--- src/fsd_pkg.sv ---
package fsd_pkg;
	// register byte addresses on the system bus
	localparam logic [31:0] ADDR_STREAM_DEST = 32'h005f_6800;
	localparam logic [31:0] ADDR_STREAM_LEN = 32'h005f_6804;
	localparam logic [31:0] ADDR_STREAM_CTRL = 32'h005f_6808;
	localparam logic [31:0] ADDR_SORT_TABLE = 32'h005f_6810;
	localparam logic [31:0] ADDR_SORT_BASE = 32'h005f_6814;
	localparam logic [31:0] ADDR_SORT_WIDTH = 32'h005f_6818;
	localparam logic [31:0] ADDR_SORT_SHIFT = 32'h005f_681c;
	localparam logic [31:0] ADDR_SORT_CTRL = 32'h005f_6820;
	localparam logic [31:0] ADDR_BREQ_MASK = 32'h005f_6840;

	// field layouts
	localparam int FIELD_LSB = 5;
	localparam int DEST_W = 21;
	localparam int LEN_W = 19;
	localparam int TBL_W = 22;
	localparam logic [5:0] DEST_TAG = 6'h04;
	localparam logic [4:0] TBL_TAG = 5'h01;
	localparam int CTRL_BIT = 0;

	// address decode of the streaming destination and the sort zero address
	localparam logic [31:0] STREAM_ZERO_ADDR = 32'h1000_0000;
	localparam int ADDR_BIT_TEX = 24;
	localparam int ADDR_BIT_YUV = 23;
	localparam int ADDR_BIT_IMAGE = 25;
	localparam logic [31:0] SORT_ZERO_ADDR = 32'h0800_0000;

	// reset values of the control registers
	localparam logic STREAM_CTRL_RST = 1'h0;
	localparam logic SORT_CTRL_RST = 1'h0;
	localparam logic BREQ_MASK_RST = 1'h0;

	// completion event positions in the normal interrupt status word
	localparam int INT_W = 22;
	localparam int INT_BIT_STREAM = 19;
	localparam int INT_BIT_SORT = 20;

	// data movement
	localparam logic [1:0] LAST_BEAT = 2'h3;
	localparam logic [LEN_W-1:0] LEN_LAST_UNIT = 19'h0_0001;
	localparam logic [26:0] STEP_16 = 27'h000_0002;
	localparam logic [26:0] STEP_32 = 27'h000_0004;
	localparam logic [31:0] LINK_END_LIST = 32'h0000_0001;
	localparam logic [31:0] LINK_END_DMA = 32'h0000_0002;

	typedef enum logic [1:0] {
		FSD_PATH_POLY,
		FSD_PATH_YUV,
		FSD_PATH_TEX
	} fsd_path_t;

	// a zero field selects the polygon path start
	function automatic logic [31:0] fsd_stream_addr(input logic [DEST_W-1:0] dest);
		return (dest == 21'h00_0000) ? STREAM_ZERO_ADDR : {DEST_TAG, dest, 5'h00};
	endfunction

	// the image areas drop bit 25 so they decode like the lower areas
	function automatic fsd_path_t fsd_path_of(input logic [31:0] a);
		if (a[ADDR_BIT_TEX]) begin
			return FSD_PATH_TEX;
		end else if (a[ADDR_BIT_YUV]) begin
			return FSD_PATH_YUV;
		end
		return FSD_PATH_POLY;
	endfunction

	// a zero field stands for the start of system memory
	function automatic logic [31:0] fsd_sys_addr(input logic [TBL_W-1:0] f);
		return (f == 22'h00_0000) ? SORT_ZERO_ADDR : {TBL_TAG, f, 5'h00};
	endfunction
endpackage

--- src/fsd_sort_if.sv ---
`timescale 1ns/1ps
interface fsd_sort_if;
	logic tbl_we;
	logic [21:0] tbl_wdata;
	logic [21:0] base;
	logic wide;
	logic shift;
	logic start;
	logic stop;
	logic [21:0] tbl_field;
	logic busy;
	logic done;

	modport ctrl (
		output tbl_we, tbl_wdata, base, wide, shift, start, stop,
		input tbl_field, busy, done
	);
	modport engine (
		input tbl_we, tbl_wdata, base, wide, shift, start, stop,
		output tbl_field, busy, done
	);
endinterface

--- src/fsd_sort.sv ---
`timescale 1ns/1ps
module fsd_sort (
	input wire logic clk,
	input wire logic arst_n,
	fsd_sort_if.engine sif,
	output logic mem_req,
	output logic [31:0] mem_addr,
	input wire logic mem_ack,
	input wire logic [31:0] mem_rdata,
	output logic ref_req,
	output logic [31:0] ref_addr,
	input wire logic ref_done,
	input wire logic [31:0] ref_next_link
);
	import fsd_pkg::*;

	typedef enum {SRT_IDLE, SRT_FETCH, SRT_REF} fsd_srt_t;

	fsd_srt_t state, next_state;
	logic done, next_done;
	logic next_mem_req, next_ref_req;
	logic [31:0] next_mem_addr, next_ref_addr;
	logic [26:0] tbl_addr, next_tbl_addr;
	logic [31:0] link;
	logic [31:0] tbl_byte;
	logic [31:0] next_tbl_byte;

	assign sif.tbl_field = tbl_addr[26:5];
	assign sif.busy = (state != SRT_IDLE);
	assign sif.done = done;

	// walk the table; a stop abandons the walk and a start from idle begins anew
	always_comb begin
		next_state = state;
		next_done = 1'h0;
		next_mem_req = mem_req;
		next_ref_req = ref_req;
		next_mem_addr = mem_addr;
		next_ref_addr = ref_addr;
		next_tbl_addr = tbl_addr;
		link = 32'h0000_0000;
		tbl_byte = fsd_sys_addr(tbl_addr[26:5]) | {27'h000_0000, tbl_addr[4:0]};
		if (sif.tbl_we) begin
			next_tbl_addr = {sif.tbl_wdata, 5'h00};
		end
		case (state)
		SRT_IDLE: begin
			if (sif.start) begin
				next_state = SRT_FETCH;
				next_mem_req = 1'h1;
				next_mem_addr = {tbl_byte[31:2], 2'h0};
			end
		end
		SRT_FETCH: begin
			if (mem_ack) begin
				begin
					// a 16-bit entry picks its half of the fetched word by address bit 1
					if (sif.wide) begin
						link = mem_rdata;
					end else if (tbl_byte[1]) begin
						link = {16'h0000, mem_rdata[31:16]};
					end else begin
						link = {16'h0000, mem_rdata[15:0]};
					end
				end
				next_tbl_addr = tbl_addr + (sif.wide ? STEP_32 : STEP_16);
				next_mem_req = 1'h0;
			end
		end
		SRT_REF: begin
			if (ref_done) begin
				link = ref_next_link;
				next_ref_req = 1'h0;
			end
		end
		default: begin
			next_state = SRT_IDLE;
		end
		endcase
		// byte address of the entry that follows, used by an end-of-list link
		next_tbl_byte = fsd_sys_addr(next_tbl_addr[26:5]) | {27'h000_0000, next_tbl_addr[4:0]};
		// route the link value just obtained
		if ((state == SRT_FETCH && mem_ack) || (state == SRT_REF && ref_done)) begin
			if (link == LINK_END_DMA) begin
				next_state = SRT_IDLE;
				next_done = 1'h1;
			end else if (link == LINK_END_LIST) begin
				next_state = SRT_FETCH;
				next_mem_req = 1'h1;
				next_mem_addr = {next_tbl_byte[31:2], 2'h0};
			end else begin
				next_state = SRT_REF;
				next_ref_req = 1'h1;
				next_ref_addr = fsd_sys_addr(sif.base) +
					(sif.shift ? {link[26:0], 5'h00} : link);
			end
		end
		if (sif.stop) begin
			next_state = SRT_IDLE;
			next_mem_req = 1'h0;
			next_ref_req = 1'h0;
			next_done = 1'h0;
		end
	end

	// control state
	always_ff @(posedge clk or negedge arst_n) begin
		if (!arst_n) begin
			state <= SRT_IDLE;
			done <= 1'h0;
			mem_req <= 1'h0;
			ref_req <= 1'h0;
			mem_addr <= 32'h0000_0000;
			ref_addr <= 32'h0000_0000;
		end else begin
			state <= next_state;
			done <= next_done;
			mem_req <= next_mem_req;
			ref_req <= next_ref_req;
			mem_addr <= next_mem_addr;
			ref_addr <= next_ref_addr;
		end
	end

	// table pointer keeps its contents through reset
	always_ff @(posedge clk) begin
		tbl_addr <= next_tbl_addr;
	end
endmodule // fsd_sort

--- src/fsd_top.sv ---
`timescale 1ns/1ps
//
// Contract
// - destination register holds bits 25-5, top six bits read 000100
// - destination range picks polygon, YUV converter or direct texture path
// - image areas at 0x12000000 up decode to the same three paths
// - direct texture destination advances as the transfer moves data
// - polygon and YUV destinations stay unchanged during the transfer
// - destination value zero means the polygon path start address
// - length bits 23-5 count 32-byte units, zero means 16 megabytes
// - length counts down so reads show the remaining bytes
// - streaming control bit 0 starts, reads busy, clears at end
// - direct texture writes use 64 or 32 bits per area select
// - table start holds bits 26-5, top five bits read 00001
// - table start advances as table entries are read
// - zero table start or link base means system address 0x08000000
// - link base holds bits 26-5 and hardware never changes it
// - link width bit selects 16-bit or 32-bit table entries
// - shift zero adds link to base, shift one adds link times 32
// - sort control bit 0 starts on one, stops on zero, reads busy
// - an interrupted sort never resumes; software reprograms and restarts
// - address, length, width, shift registers get no reset value
// - unused bits are written zero by software and read undefined
// - unlisted addresses are not written and read undefined
// - mask bit 0 gates bus request to the CPU, default unmasked
// - streaming pauses at a unit boundary while the accelerator FIFO has no free space
// - streaming end raises status bit 19, sort end bit 20
// - masking the request makes debug transfers wait long
module fsd_top (
	input wire logic clk,
	input wire logic arst_n,
	input wire logic reg_sel,
	input wire logic reg_wr,
	input wire logic [31:0] reg_addr,
	input wire logic [31:0] reg_wdata,
	output logic [31:0] reg_rdata,
	output logic reg_rack,
	input wire logic src_valid,
	input wire logic [63:0] src_data,
	output logic src_ready,
	input wire logic [3:0] ta_free,
	output logic ta_valid,
	output logic [31:0] ta_addr,
	output logic [63:0] ta_data,
	output fsd_pkg::fsd_path_t ta_path,
	output logic ta_width32,
	input wire logic tex_width_sel0,
	input wire logic tex_width_sel1,
	output logic mem_req,
	output logic [31:0] mem_addr,
	input wire logic mem_ack,
	input wire logic [31:0] mem_rdata,
	output logic ref_req,
	output logic [31:0] ref_addr,
	input wire logic ref_done,
	input wire logic [31:0] ref_next_link,
	input wire logic ddt_bus_request_n,
	output logic cpu_bus_request_out_n,
	output logic [21:0] int_set
);
	import fsd_pkg::*;

	fsd_sort_if sif ();

	// streaming channel state
	logic running, next_running;
	logic [1:0] beat, next_beat;
	logic next_src_ready;
	logic next_ta_valid;
	logic [31:0] next_ta_addr;
	logic [63:0] next_ta_data;
	fsd_path_t next_ta_path;
	logic next_ta_width32;
	logic [INT_W-1:0] next_int_set;

	// configuration storage without reset
	logic [DEST_W-1:0] dest, next_dest;
	logic [LEN_W-1:0] len, next_len;
	logic [TBL_W-1:0] base, next_base;
	logic wide, next_wide;
	logic shift, next_shift;

	// control registers with reset
	logic breq_mask, next_breq_mask;
	logic next_breq_n;
	logic [31:0] next_rdata;
	logic next_rack;

	// bus decode
	logic wr_any, rd_any;
	logic wr_dest, wr_len, wr_sctl, wr_tbl, wr_base, wr_wide, wr_shift, wr_srt, wr_mask;
	logic accept, unit_done, last_unit;
	logic [31:0] eff_dest;
	fsd_path_t cur_path;

	assign wr_any = reg_sel && reg_wr;
	assign rd_any = reg_sel && !reg_wr;
	// unlisted addresses match no strobe, so a stray write changes nothing
	assign wr_dest = wr_any && (reg_addr == ADDR_STREAM_DEST);
	assign wr_len = wr_any && (reg_addr == ADDR_STREAM_LEN);
	assign wr_sctl = wr_any && (reg_addr == ADDR_STREAM_CTRL);
	assign wr_tbl = wr_any && (reg_addr == ADDR_SORT_TABLE);
	assign wr_base = wr_any && (reg_addr == ADDR_SORT_BASE);
	assign wr_wide = wr_any && (reg_addr == ADDR_SORT_WIDTH);
	assign wr_shift = wr_any && (reg_addr == ADDR_SORT_SHIFT);
	assign wr_srt = wr_any && (reg_addr == ADDR_SORT_CTRL);
	assign wr_mask = wr_any && (reg_addr == ADDR_BREQ_MASK);

	// current destination and the path it selects
	assign eff_dest = fsd_stream_addr(dest);
	assign cur_path = fsd_path_of(eff_dest);
	assign accept = src_valid && src_ready;
	assign unit_done = accept && (beat == LAST_BEAT);
	assign last_unit = (len == LEN_LAST_UNIT);

	// sort channel hookup; the link base is only ever loaded from the bus
	assign sif.tbl_we = wr_tbl;
	assign sif.tbl_wdata = reg_wdata[26:5];
	assign sif.base = base;
	assign sif.wide = wide;
	assign sif.shift = shift;
	assign sif.start = wr_srt && reg_wdata[CTRL_BIT] && !sif.busy;
	assign sif.stop = wr_srt && !reg_wdata[CTRL_BIT];

	fsd_sort u_sort (
		.clk(clk),
		.arst_n(arst_n),
		.sif(sif),
		.mem_req(mem_req),
		.mem_addr(mem_addr),
		.mem_ack(mem_ack),
		.mem_rdata(mem_rdata),
		.ref_req(ref_req),
		.ref_addr(ref_addr),
		.ref_done(ref_done),
		.ref_next_link(ref_next_link)
	);

	// streaming control: one 32-byte unit is four 64-bit beats
	always_comb begin
		next_running = running;
		next_beat = beat;
		next_int_set = '0;
		if (wr_sctl && reg_wdata[CTRL_BIT] && !running) begin
			next_running = 1'h1;
			next_beat = 2'h0;
		end else if (wr_sctl && !reg_wdata[CTRL_BIT]) begin
			next_running = 1'h0; // abort, no completion event
			next_beat = 2'h0;
		end else if (accept) begin
			next_beat = beat + 2'h1;
			if (unit_done && last_unit) begin
				next_running = 1'h0;
				next_int_set[INT_BIT_STREAM] = 1'h1;
			end
		end
		next_int_set[INT_BIT_SORT] = sif.done;
		// a new unit is only begun while the FIFO reports a free slot;
		// the level seen now governs the beat taken in the next cycle
		next_src_ready = next_running && (next_beat != 2'h0 || ta_free != 4'h0);
	end

	// beats forwarded to the accelerator FIFO
	always_comb begin
		next_ta_valid = accept;
		next_ta_data = accept ? src_data : ta_data;
		next_ta_path = accept ? cur_path : ta_path;
		next_ta_addr = ta_addr;
		next_ta_width32 = ta_width32;
		if (accept) begin
			if (cur_path == FSD_PATH_TEX) begin
				next_ta_addr = eff_dest + {27'h000_0000, beat, 3'h0};
				// the image area has its own width select
				next_ta_width32 = eff_dest[ADDR_BIT_IMAGE] ? tex_width_sel1 : tex_width_sel0;
			end else begin
				next_ta_addr = eff_dest;
				next_ta_width32 = 1'h0;
			end
		end
	end

	// streaming channel registers
	always_ff @(posedge clk or negedge arst_n) begin
		if (!arst_n) begin
			running <= STREAM_CTRL_RST;
			beat <= 2'h0;
			src_ready <= 1'h0;
			ta_valid <= 1'h0;
			ta_addr <= 32'h0000_0000;
			ta_data <= 64'h0000_0000_0000_0000;
			ta_path <= FSD_PATH_POLY;
			ta_width32 <= 1'h0;
			int_set <= '0;
		end else begin
			running <= next_running;
			beat <= next_beat;
			src_ready <= next_src_ready;
			ta_valid <= next_ta_valid;
			ta_addr <= next_ta_addr;
			ta_data <= next_ta_data;
			ta_path <= next_ta_path;
			ta_width32 <= next_ta_width32;
			int_set <= next_int_set;
		end
	end

	// configuration next values; bus writes always land, so rewriting
	// during a transfer corrupts it and is left to software
	always_comb begin
		next_dest = dest;
		next_len = len;
		next_base = base;
		next_wide = wide;
		next_shift = shift;
		if (unit_done) begin
			next_len = len - LEN_LAST_UNIT;
			if (cur_path == FSD_PATH_TEX) begin
				next_dest = dest + 21'h00_0001;
			end
		end
		if (wr_dest) begin
			next_dest = reg_wdata[25:5];
		end
		if (wr_len) begin
			next_len = reg_wdata[23:5];
		end
		if (wr_base) begin
			next_base = reg_wdata[26:5];
		end
		if (wr_wide) begin
			next_wide = reg_wdata[CTRL_BIT];
		end
		if (wr_shift) begin
			next_shift = reg_wdata[CTRL_BIT];
		end
	end

	// these hold their contents across reset, so no reset branch
	always_ff @(posedge clk) begin
		dest <= next_dest;
		len <= next_len;
		base <= next_base;
		wide <= next_wide;
		shift <= next_shift;
	end

	// read mux and bus request gating
	always_comb begin
		next_breq_mask = wr_mask ? reg_wdata[CTRL_BIT] : breq_mask;
		// while masked the debug channel's request never reaches the CPU
		next_breq_n = breq_mask ? 1'h1 : ddt_bus_request_n;
		next_rack = rd_any;
		next_rdata = 32'h0000_0000;
		// reserved bits and unlisted addresses read zero
		if (rd_any) begin
			case (reg_addr)
			ADDR_STREAM_DEST: next_rdata = {DEST_TAG, dest, 5'h00};
			ADDR_STREAM_LEN: next_rdata = {8'h00, len, 5'h00};
			ADDR_STREAM_CTRL: next_rdata = {31'h0000_0000, running};
			ADDR_SORT_TABLE: next_rdata = {TBL_TAG, sif.tbl_field, 5'h00};
			ADDR_SORT_BASE: next_rdata = {TBL_TAG, base, 5'h00};
			ADDR_SORT_WIDTH: next_rdata = {31'h0000_0000, wide};
			ADDR_SORT_SHIFT: next_rdata = {31'h0000_0000, shift};
			ADDR_SORT_CTRL: next_rdata = {31'h0000_0000, sif.busy};
			ADDR_BREQ_MASK: next_rdata = {31'h0000_0000, breq_mask};
			default: next_rdata = 32'h0000_0000;
			endcase
		end
	end

	// register-side flops
	always_ff @(posedge clk or negedge arst_n) begin
		if (!arst_n) begin
			breq_mask <= BREQ_MASK_RST;
			cpu_bus_request_out_n <= 1'h1;
			reg_rdata <= 32'h0000_0000;
			reg_rack <= 1'h0;
		end else begin
			breq_mask <= next_breq_mask;
			cpu_bus_request_out_n <= next_breq_n;
			reg_rdata <= next_rdata;
			reg_rack <= next_rack;
		end
	end
endmodule // fsd_top

--- config.mk ---
export PLATFORM = sky130hd
export DESIGN_NAME = fsd_top
export DESIGN_NICKNAME = d
export VERILOG_FILES = /design/src/fsd_pkg.sv /design/src/fsd_sort_if.sv /design/src/fsd_sort.sv /design/src/fsd_top.sv
export SDC_FILE = /design/constraint.sdc
export NUM_CORES = 1
export LEC_CHECK = 0
export ABC_AREA = 1
export BUFFER_PORTS_ARGS = -buffer_cell sky130_fd_sc_hd__buf_4
export CAP_MARGIN = 25
export CORE_UTILIZATION = 44
export CTS_CLUSTER_SIZE = 25
export DETAILED_ROUTE_END_ITERATION = 10
export GPL_TIMING_DRIVEN = 0
export HOLD_SLACK_MARGIN = 0.06
export PLACE_DENSITY = 0.77
export SLEW_MARGIN = 10
export SYNTH_ARGS = -nofsm -noshare
export SYNTH_HDL_FRONTEND = slang
export SYNTH_SLANG_ARGS = --single-unit
--- constraint.sdc ---
create_clock -name clk -period 4.8 [get_ports clk]
set_input_delay 0 -clock clk [delete_from_list [all_inputs] [get_ports clk]]
set_output_delay 0 -clock clk [all_outputs]
set_load 0.005 [all_outputs]
==> results of run 1 <==
==> cell type report <==
| class | count | area (um^2) | area share |
|---|---|---|---|
| tap | 468 | 586 | 0.0261 |
| clock buffer | 40 | 870 | 0.0388 |
| sequential | 284 | 7300 | 0.325 |
| buffer | 143 | 712 | 0.0317 |
| multi-input combinational | 1644 | 7660 | 0.342 |
| inverter | 228 | 857 | 0.0382 |
| timing repair buffer | 509 | 4190 | 0.187 |
| clock inverter | 14 | 245 | 0.0109 |
| antenna | 2 | 5.00 | 0.000223 |
==> state kept, by name, indices dropped and copies added (netlist names), 2 cells and up <==
register and cells:
int_set 2, u_sort.state 2, u_sort.mem_addr 32, beat 2
reg_rdata 25, ta_addr 24, u_sort.tbl_addr 26, dest 21
len 19, u_sort.ref_addr 32, base 22, ta_data 64
==> power by group through the flow <==
stage          Clock [W]  Combinational, W  Sequential, W
2_1_floorplan          0          0.000354        0.00269
3_3_place_gp           0          0.000760        0.00271
5_1_grt          0.00274          0.000946        0.00268
4_1_cts          0.00264          0.000857        0.00267
6_report         0.00262          0.000884        0.00267
3_5_place_dp           0          0.000771        0.00271
==> worst max-delay path, cell delays in order (launching register included) <==
cell,delay (ps)
dfrtp_1,400
inv_1,110
ha_1,290
clkbuf_1,360
buf_1,450
clkbuf_2,340
nand3_1,110
o21ai_0,120
ha_1,270
inv_1,100
fa_1,480
o21ai_1,380
nand2_1,100
nand2_1,130
nand2_1,70
nand2_1,90
xor2_1,170
nand4_1,190
nand2_1,120
==> cell families after synthesis <==
logic type,share of synthesized area
AO/OA/AOI/OAI,0.0989
XOR/XNOR,0.0251
adder cells (fa/ha/maj),0.0276
multiplexers,0.000687
flip-flops,0.445
other,0.000229
buffers and inverters,0.0956
AND/OR/NAND/NOR,0.307
==> cell usage in the layout (no fill, tap or decap), types with 6 or more instances in the layout <==
cell type      count
a21oi_1           83
a31oi_1            8
buf_1             14
buf_2             13
buf_4            425
bufinv_16          6
clkbuf_1          76
clkbuf_16         31
clkbuf_8           6
conb_1            35
dfrtp_1          193
dfxtp_1           26
dlygate4sd3_1    121
edfxtp_1          64
ha_1              33
inv_1            222
nand2_1          815
nand3_1          104
nand4_1           61
nor2_1           170
nor3_1            40
nor4_1             9
o211ai_1           6
o21ai_0          151
o21ai_1           16
o21bai_1           6
o22ai_1           24
xor2_1            42
==> path summary, 6_finish.rpt <==
check	startpoint	to	slack (ps)
hold reg to reg	u_sort.sif.done	int_set[20]	350
min in group asynchronous	arst_n	ta_addr[21]	440
setup / recovery	u_sort.state[0]	u_sort.ref_addr[15]	460
hold / removal	mem_rdata[2]	u_sort.ref_addr[2]	80
max in group asynchronous	arst_n	ta_addr[23]	3500
setup reg to reg	u_sort.state[0]	u_sort.ref_addr[15]	460
==> repair_timing <==
item | in CTS | in global routing
endpoints found under the setup margin | 0 | 5
hold buffers | 122 | 0
buffers inserted | 0 | 0
endpoints found under the hold margin | 321 | 0
gates resized for setup | 0 | 3
==> per-layer routing <==
layer | global-route usage | wire, um | vias up
li1 | - | - | 8361
met1 | 0.415 | 25800 | 8506
met2 | 0.562 | 31400 | 927
met3 | 0.0444 | 4920 | 178
met4 | 0.154 | 3040 | 2
met5 | 0 | 8 | -
==> metrics by stage <==
step           hold WS [ps]  area [um^2]
6_report               80.2        22400
5_1_grt                 129        22400
4_1_cts                72.3        22400
3_5_place_dp           50.2        20100
3_3_place_gp            190        20000
2_1_floorplan          -296        16500
==> flow_metrics.env, run 1 <==
export IMPL_outcome="completed"
export IMPL_finalMaxSlewViolations=0
export IMPL_p_leak_nw=11.9
export IMPL_io_buffers=384
export IMPL_path_class="reg2reg"
export IMPL_chipHeight_um=195
export IMPL_dieArea_mm2=0.0380
export IMPL_ys_ff_latch=284
export IMPL_clock_latency_ps=590
export IMPL_layout_setup_ws_ps=456
export IMPL_power_switching_w=0.00165
export IMPL_synth_top_cell_area_share=0.295
export IMPL_cts_tree="done"
export IMPL_synth_common_cells="815 x nand2_1, 222 x inv_1, 193 x dfrtp_1, 171 x nor2_1, 153 x o21ai_0"
export IMPL_ys_seq_area_frac=0.445
export IMPL_worst_path_max_fanout=10
export IMPL_cts_num_sinks=284
export IMPL_drtIter0Drc=1628
export IMPL_clock_root_buffer="clkbuf_16"
export IMPL_setup_violations=0
export IMPL_internal_power_w=0.00453
export IMPL_first_pass_iters=6
export IMPL_htreeDepth=1
export IMPL_vias=17974
export IMPL_antenna_found_initial=2
export IMPL_pin_count=429
export IMPL_grt_ovfl_total=0
export IMPL_pwr_share_clk=0.424
export IMPL_whs_path_depth=9
export IMPL_area_growth_syn_to_layout_pct=36.8
export IMPL_finalHoldViolations=0
export IMPL_ant_nets=0
export IMPL_drc=0
export IMPL_start_util=0.448
export IMPL_synth_area_leader_cell="dfrtp_1"
export IMPL_p_seq_frac=0.433
export IMPL_fillers=3204
export IMPL_skew_ps=19.5
export IMPL_rows=70
export IMPL_numCtsBuffers=30
export IMPL_dp_hpwl_mm=49.4
export IMPL_reg2regPathDepth=18
export IMPL_cp_end_kind="flop"
export IMPL_final_core_util=0.613
export IMPL_ir_drop_uv=250
export IMPL_rsz0062_at_grt="no"
export IMPL_netSwitchingFraction=0.267
export IMPL_vias_per_cell=5.39
export IMPL_fin_total_pwr_w=0.00618
export IMPL_synth_avg_cell_area_um2=7.24
export IMPL_min_period_ps=4340
export IMPL_grt_pass1_wl_mm=96.6
export IMPL_relSlewSlack=0.403
export IMPL_netlist_area_mm2=0.0164
export IMPL_worst_slew_pin_slew_ps=893
export IMPL_crit_arrival_ps=4870
export IMPL_synth_edf_count=64
export IMPL_path_clk_slew_ps=70
export IMPL_synth_area_leaders="dfrtp_1 29%, nand2_1 19%, edfxtp_1 12%"
export IMPL_grt_pass1_vias=17094
export IMPL_drive_gt1_frac=0.180
export IMPL_setup_tns_ps=0
export IMPL_combPwrFrac=0.143
export IMPL_ys_flop_type="dfrtp_1"
export IMPL_async_reset_ff_frac=0.683
export IMPL_final_nets=3081
export IMPL_gp_congestion=1.02
export IMPL_clock_path_buffers=3
export IMPL_critPathLaunchType="flop"
export IMPL_yosysUniqueCellTypes=45
export IMPL_drt_wl_total_mm=65.2
export IMPL_die_w_um=195
export IMPL_drv_cap=0
export IMPL_synth_most_common_cell="nand2_1"
export IMPL_fin_cells=3332
export IMPL_critPathRequiredTime_ps=5320
export IMPL_core_mm2=0.0366
export IMPL_hold_path_class="in2reg"
export IMPL_dp_slack_ps=253
export IMPL_grt_use_total=0.330
export IMPL_grt_max_degree=111
export IMPL_fmax_ghz=0.230
export IMPL_synthCells=2265
export IMPL_p_per_area_mw_per_mm2=276
export IMPL_fin_crit_sh=0.905
export IMPL_dpl_cell_count=3154
export IMPL_synth_warnings=0
export IMPL_wl_per_cell_um=19.6
(Power assumes the default switching activity.)
==> run 2, diff against run 1 <==
==> constraint.sdc (replaced) <==
create_clock -name clk -period 5.1 [get_ports clk]
set_input_delay 0 -clock clk [delete_from_list [all_inputs] [get_ports clk]]
set_output_delay 0 -clock clk [all_outputs]
set_load 0.005 [all_outputs]
==> run 2 against run 1 <==
Compared with the run above:
- worst setup slack got worse by 10 ps
- global-route usage unchanged
- worst hold slack got worse by 4.2 ps
- non-clock buffer count unchanged
- power decreased by 5.9%
- clock-buffer cell count unchanged
- sequential power decreased by 6%
- combinational power decreased by 5.9%
- fmax decreased by 6.7%
- critical path depth unchanged
==> flow_metrics.env, run 2 (same netlist as run 1, synthesis figures left out) <==
export IMPL_rrSetupSlack_ps=450
export IMPL_cts_tree="done"
export IMPL_grt_busiest_layer="met2"
export IMPL_drt_wl_total_mm=65.2
export IMPL_path_clk_slew_ps=70
export IMPL_rows=70
export IMPL_hold_path_class="in2reg"
export IMPL_clock_path_buffers=3
export IMPL_regMostFlops="ta_data"
export IMPL_dp_hpwl_mm=49.4
export IMPL_reg2regPathDepth=18
export IMPL_antenna_found_initial=2
export IMPL_rsz0062_at_grt="no"
export IMPL_gr_usage_met2=0.562
export IMPL_finalMaxSlewViolations=0
export IMPL_pin_count=429
export IMPL_final_cell_area_mm2=0.0224
export IMPL_numCtsBuffers=30
export IMPL_outcome="completed"
export IMPL_fmax_ghz=0.215
export IMPL_grt_pass1_vias=17094
export IMPL_drtIter0Drc=1622
export IMPL_drv_cap=0
export IMPL_dieArea_mm2=0.0380
export IMPL_path_cells="inv_1 > ha_1 > clkbuf_1 > buf_1 > clkbuf_1 > nand3_1 > o21ai_0 > ha_1 > inv_1 > fa_1 > o21ai_0 > nand2_1 > nand2_1 > nand2_1 > nand2_1 > xor2_1 > nand4_1 > nand2_1"
export IMPL_gp_congestion=1.02
export IMPL_final_nets=3081
export IMPL_vias_per_cell=5.40
export IMPL_start_util=0.448
export IMPL_cp_slowest_cell="o21ai_0"
export IMPL_cts_num_sinks=284
export IMPL_clock_latency_ps=590
export IMPL_skew_ps=19.6
export IMPL_grt_use_met3=0.0444
export IMPL_grt_pass1_wl_mm=96.6
export IMPL_setup_violations=0
export IMPL_cts_setup_buffers=0
export IMPL_worst_slew_pin_slew_ps=867
export IMPL_area_growth_syn_to_layout_pct=36.7
export IMPL_final_cell_mix="815 x nand2_1, 425 x buf_4, 222 x inv_1"
export IMPL_critPathLaunchType="flop"
export IMPL_drc=0
export IMPL_chipHeight_um=195
export IMPL_core_mm2=0.0366
export IMPL_r2r_start="u_sort.state[0]"
export IMPL_holdCritStartpoint="mem_rdata[2]"
export IMPL_first_pass_iters=6
export IMPL_vias=17981
export IMPL_die_w_um=195
export IMPL_use_met1=0.415
export IMPL_grt_ovfl_total=0
export IMPL_largest_reg_flops=64
export IMPL_fin_crit_sh=0.913
export IMPL_crit_arrival_ps=5180
export IMPL_io_buffers=384
export IMPL_crit_path_frequent_cell="nand2_1"
export IMPL_grt_use_total=0.330
export IMPL_p_leak_nw=11.9
export IMPL_path_class="reg2reg"
export IMPL_cp_end_kind="flop"
export IMPL_r2r_end="u_sort.ref_addr[15]"
export IMPL_ant_nets=0
export IMPL_critPathRequiredTime_ps=5620
export IMPL_whs_path_depth=9
export IMPL_critPathMaxStageDelay_ps=530
export IMPL_grt_max_degree=111
export IMPL_critPathBufInv=5
export IMPL_dpl_instance_area_mm2=0.0201
export IMPL_setup_tns_ps=0
export IMPL_min_period_ps=4650
export IMPL_p_per_area_mw_per_mm2=259
export IMPL_ir_drop_uv=235
export IMPL_min_to="u_sort.ref_addr[2]"
export IMPL_clock_root_buffer="clkbuf_16"
export IMPL_wl_per_cell_um=19.6
export IMPL_critPathTopFamily="buffers and inverters"
export IMPL_relSlewSlack=0.421
export IMPL_worst_path_max_fanout=10
export IMPL_htreeDepth=1
export IMPL_drive_gt1_frac=0.180
export IMPL_reg_top3="ta_data: 64 flops, u_sort.mem_addr: 32 flops, u_sort.ref_addr: 32 flops"
export IMPL_final_common_cell="nand2_1"
export IMPL_finalHoldViolations=0
[run 2: changes by cell type in the layout (fill, tap and decap cells not counted), sizes merged]
cell   change
diode      -1
[run 2: how the worst max path moves through the flow]
| stage | start | end | slack, ps | depth (start not counted) |
|---|---|---|---|---|
| final | u_sort.state[0] | u_sort.ref_addr[15] | 450 | 18 |
| after global routing | u_sort.state[0] | u_sort.ref_addr[29] | 110 | 20 |
| after detailed placement | u_sort.state[0] | u_sort.ref_addr[15] | 550 | 18 |
| after global placement | u_sort.state[1] | u_sort.ref_addr[29] | 680 | 20 |
| after CTS | u_sort.state[0] | u_sort.ref_addr[15] | 480 | 18 |
| after floorplan | u_sort.state[0] | u_sort.ref_addr[29] | 1580 | 20 |
[run 2: metal layers]
layer  wire length (um)  up-vias
met5                  8        -
met4               3050        2
met3               4900      178
met2              31400      935
met1              25800     8503
li1                   -     8363
[run 2: layout make-up]
class	count	area (um^2)
clock buffers	40	870
flip-flops and latches	284	7300
plain buffers	143	711
diodes	1	2.50
fillers	3204	14200
well taps	468	586
multi-input cells	1644	7660
clock inverters	14	245
repair buffers	509	4190
inverters	228	857
[run 2: worst reg2reg max path, stage by stage, from the launching register on]
cell	delay [ps]
dfrtp_1	400
inv_1	110
ha_1	290
clkbuf_1	360
buf_1	440
clkbuf_1	450
nand3_1	140
o21ai_0	130
ha_1	270
inv_1	100
fa_1	470
o21ai_0	530
nand2_1	110
nand2_1	140
nand2_1	70
nand2_1	90
xor2_1	170
nand4_1	190
nand2_1	120
[run 2: power by group]
part / total [W] / internal, W / switching, W
Combinational: 0.000832 / 0.000345 / 0.000486
Sequential: 0.00252 / 0.00242 / 0.0000997
Clock: 0.00247 / 0.00150 / 0.000965
Total: 0.00581 / 0.00426 / 0.00155
[run 2: per-stage QoR]
| step | setup slack [ps] | hold slack [ps] | total power [W] | util | instances |
|---|---|---|---|---|---|
| detailed placement | 553 | 50.2 | 0.00328 | 0.548 | 3154 |
| global placement | 677 | 190 | 0.00327 | 0.546 | 3151 |
| CTS | 481 | 72.3 | 0.00580 | 0.612 | 3330 |
| global route | 105 | 129 | 0.00599 | 0.612 | 3331 |
| finish | 445 | 75.9 | 0.00581 | 0.612 | 3331 |
| floorplan | 1580 | -296 | 0.00287 | - | 2299 |
[run 2: timing repair]
action / 4_1_cts / 5_1_grt
resized for setup: 0 / 0
hold endpoints to repair: 321 / 0
hold buffers: 122 / 0
setup endpoints to repair: 0 / 0
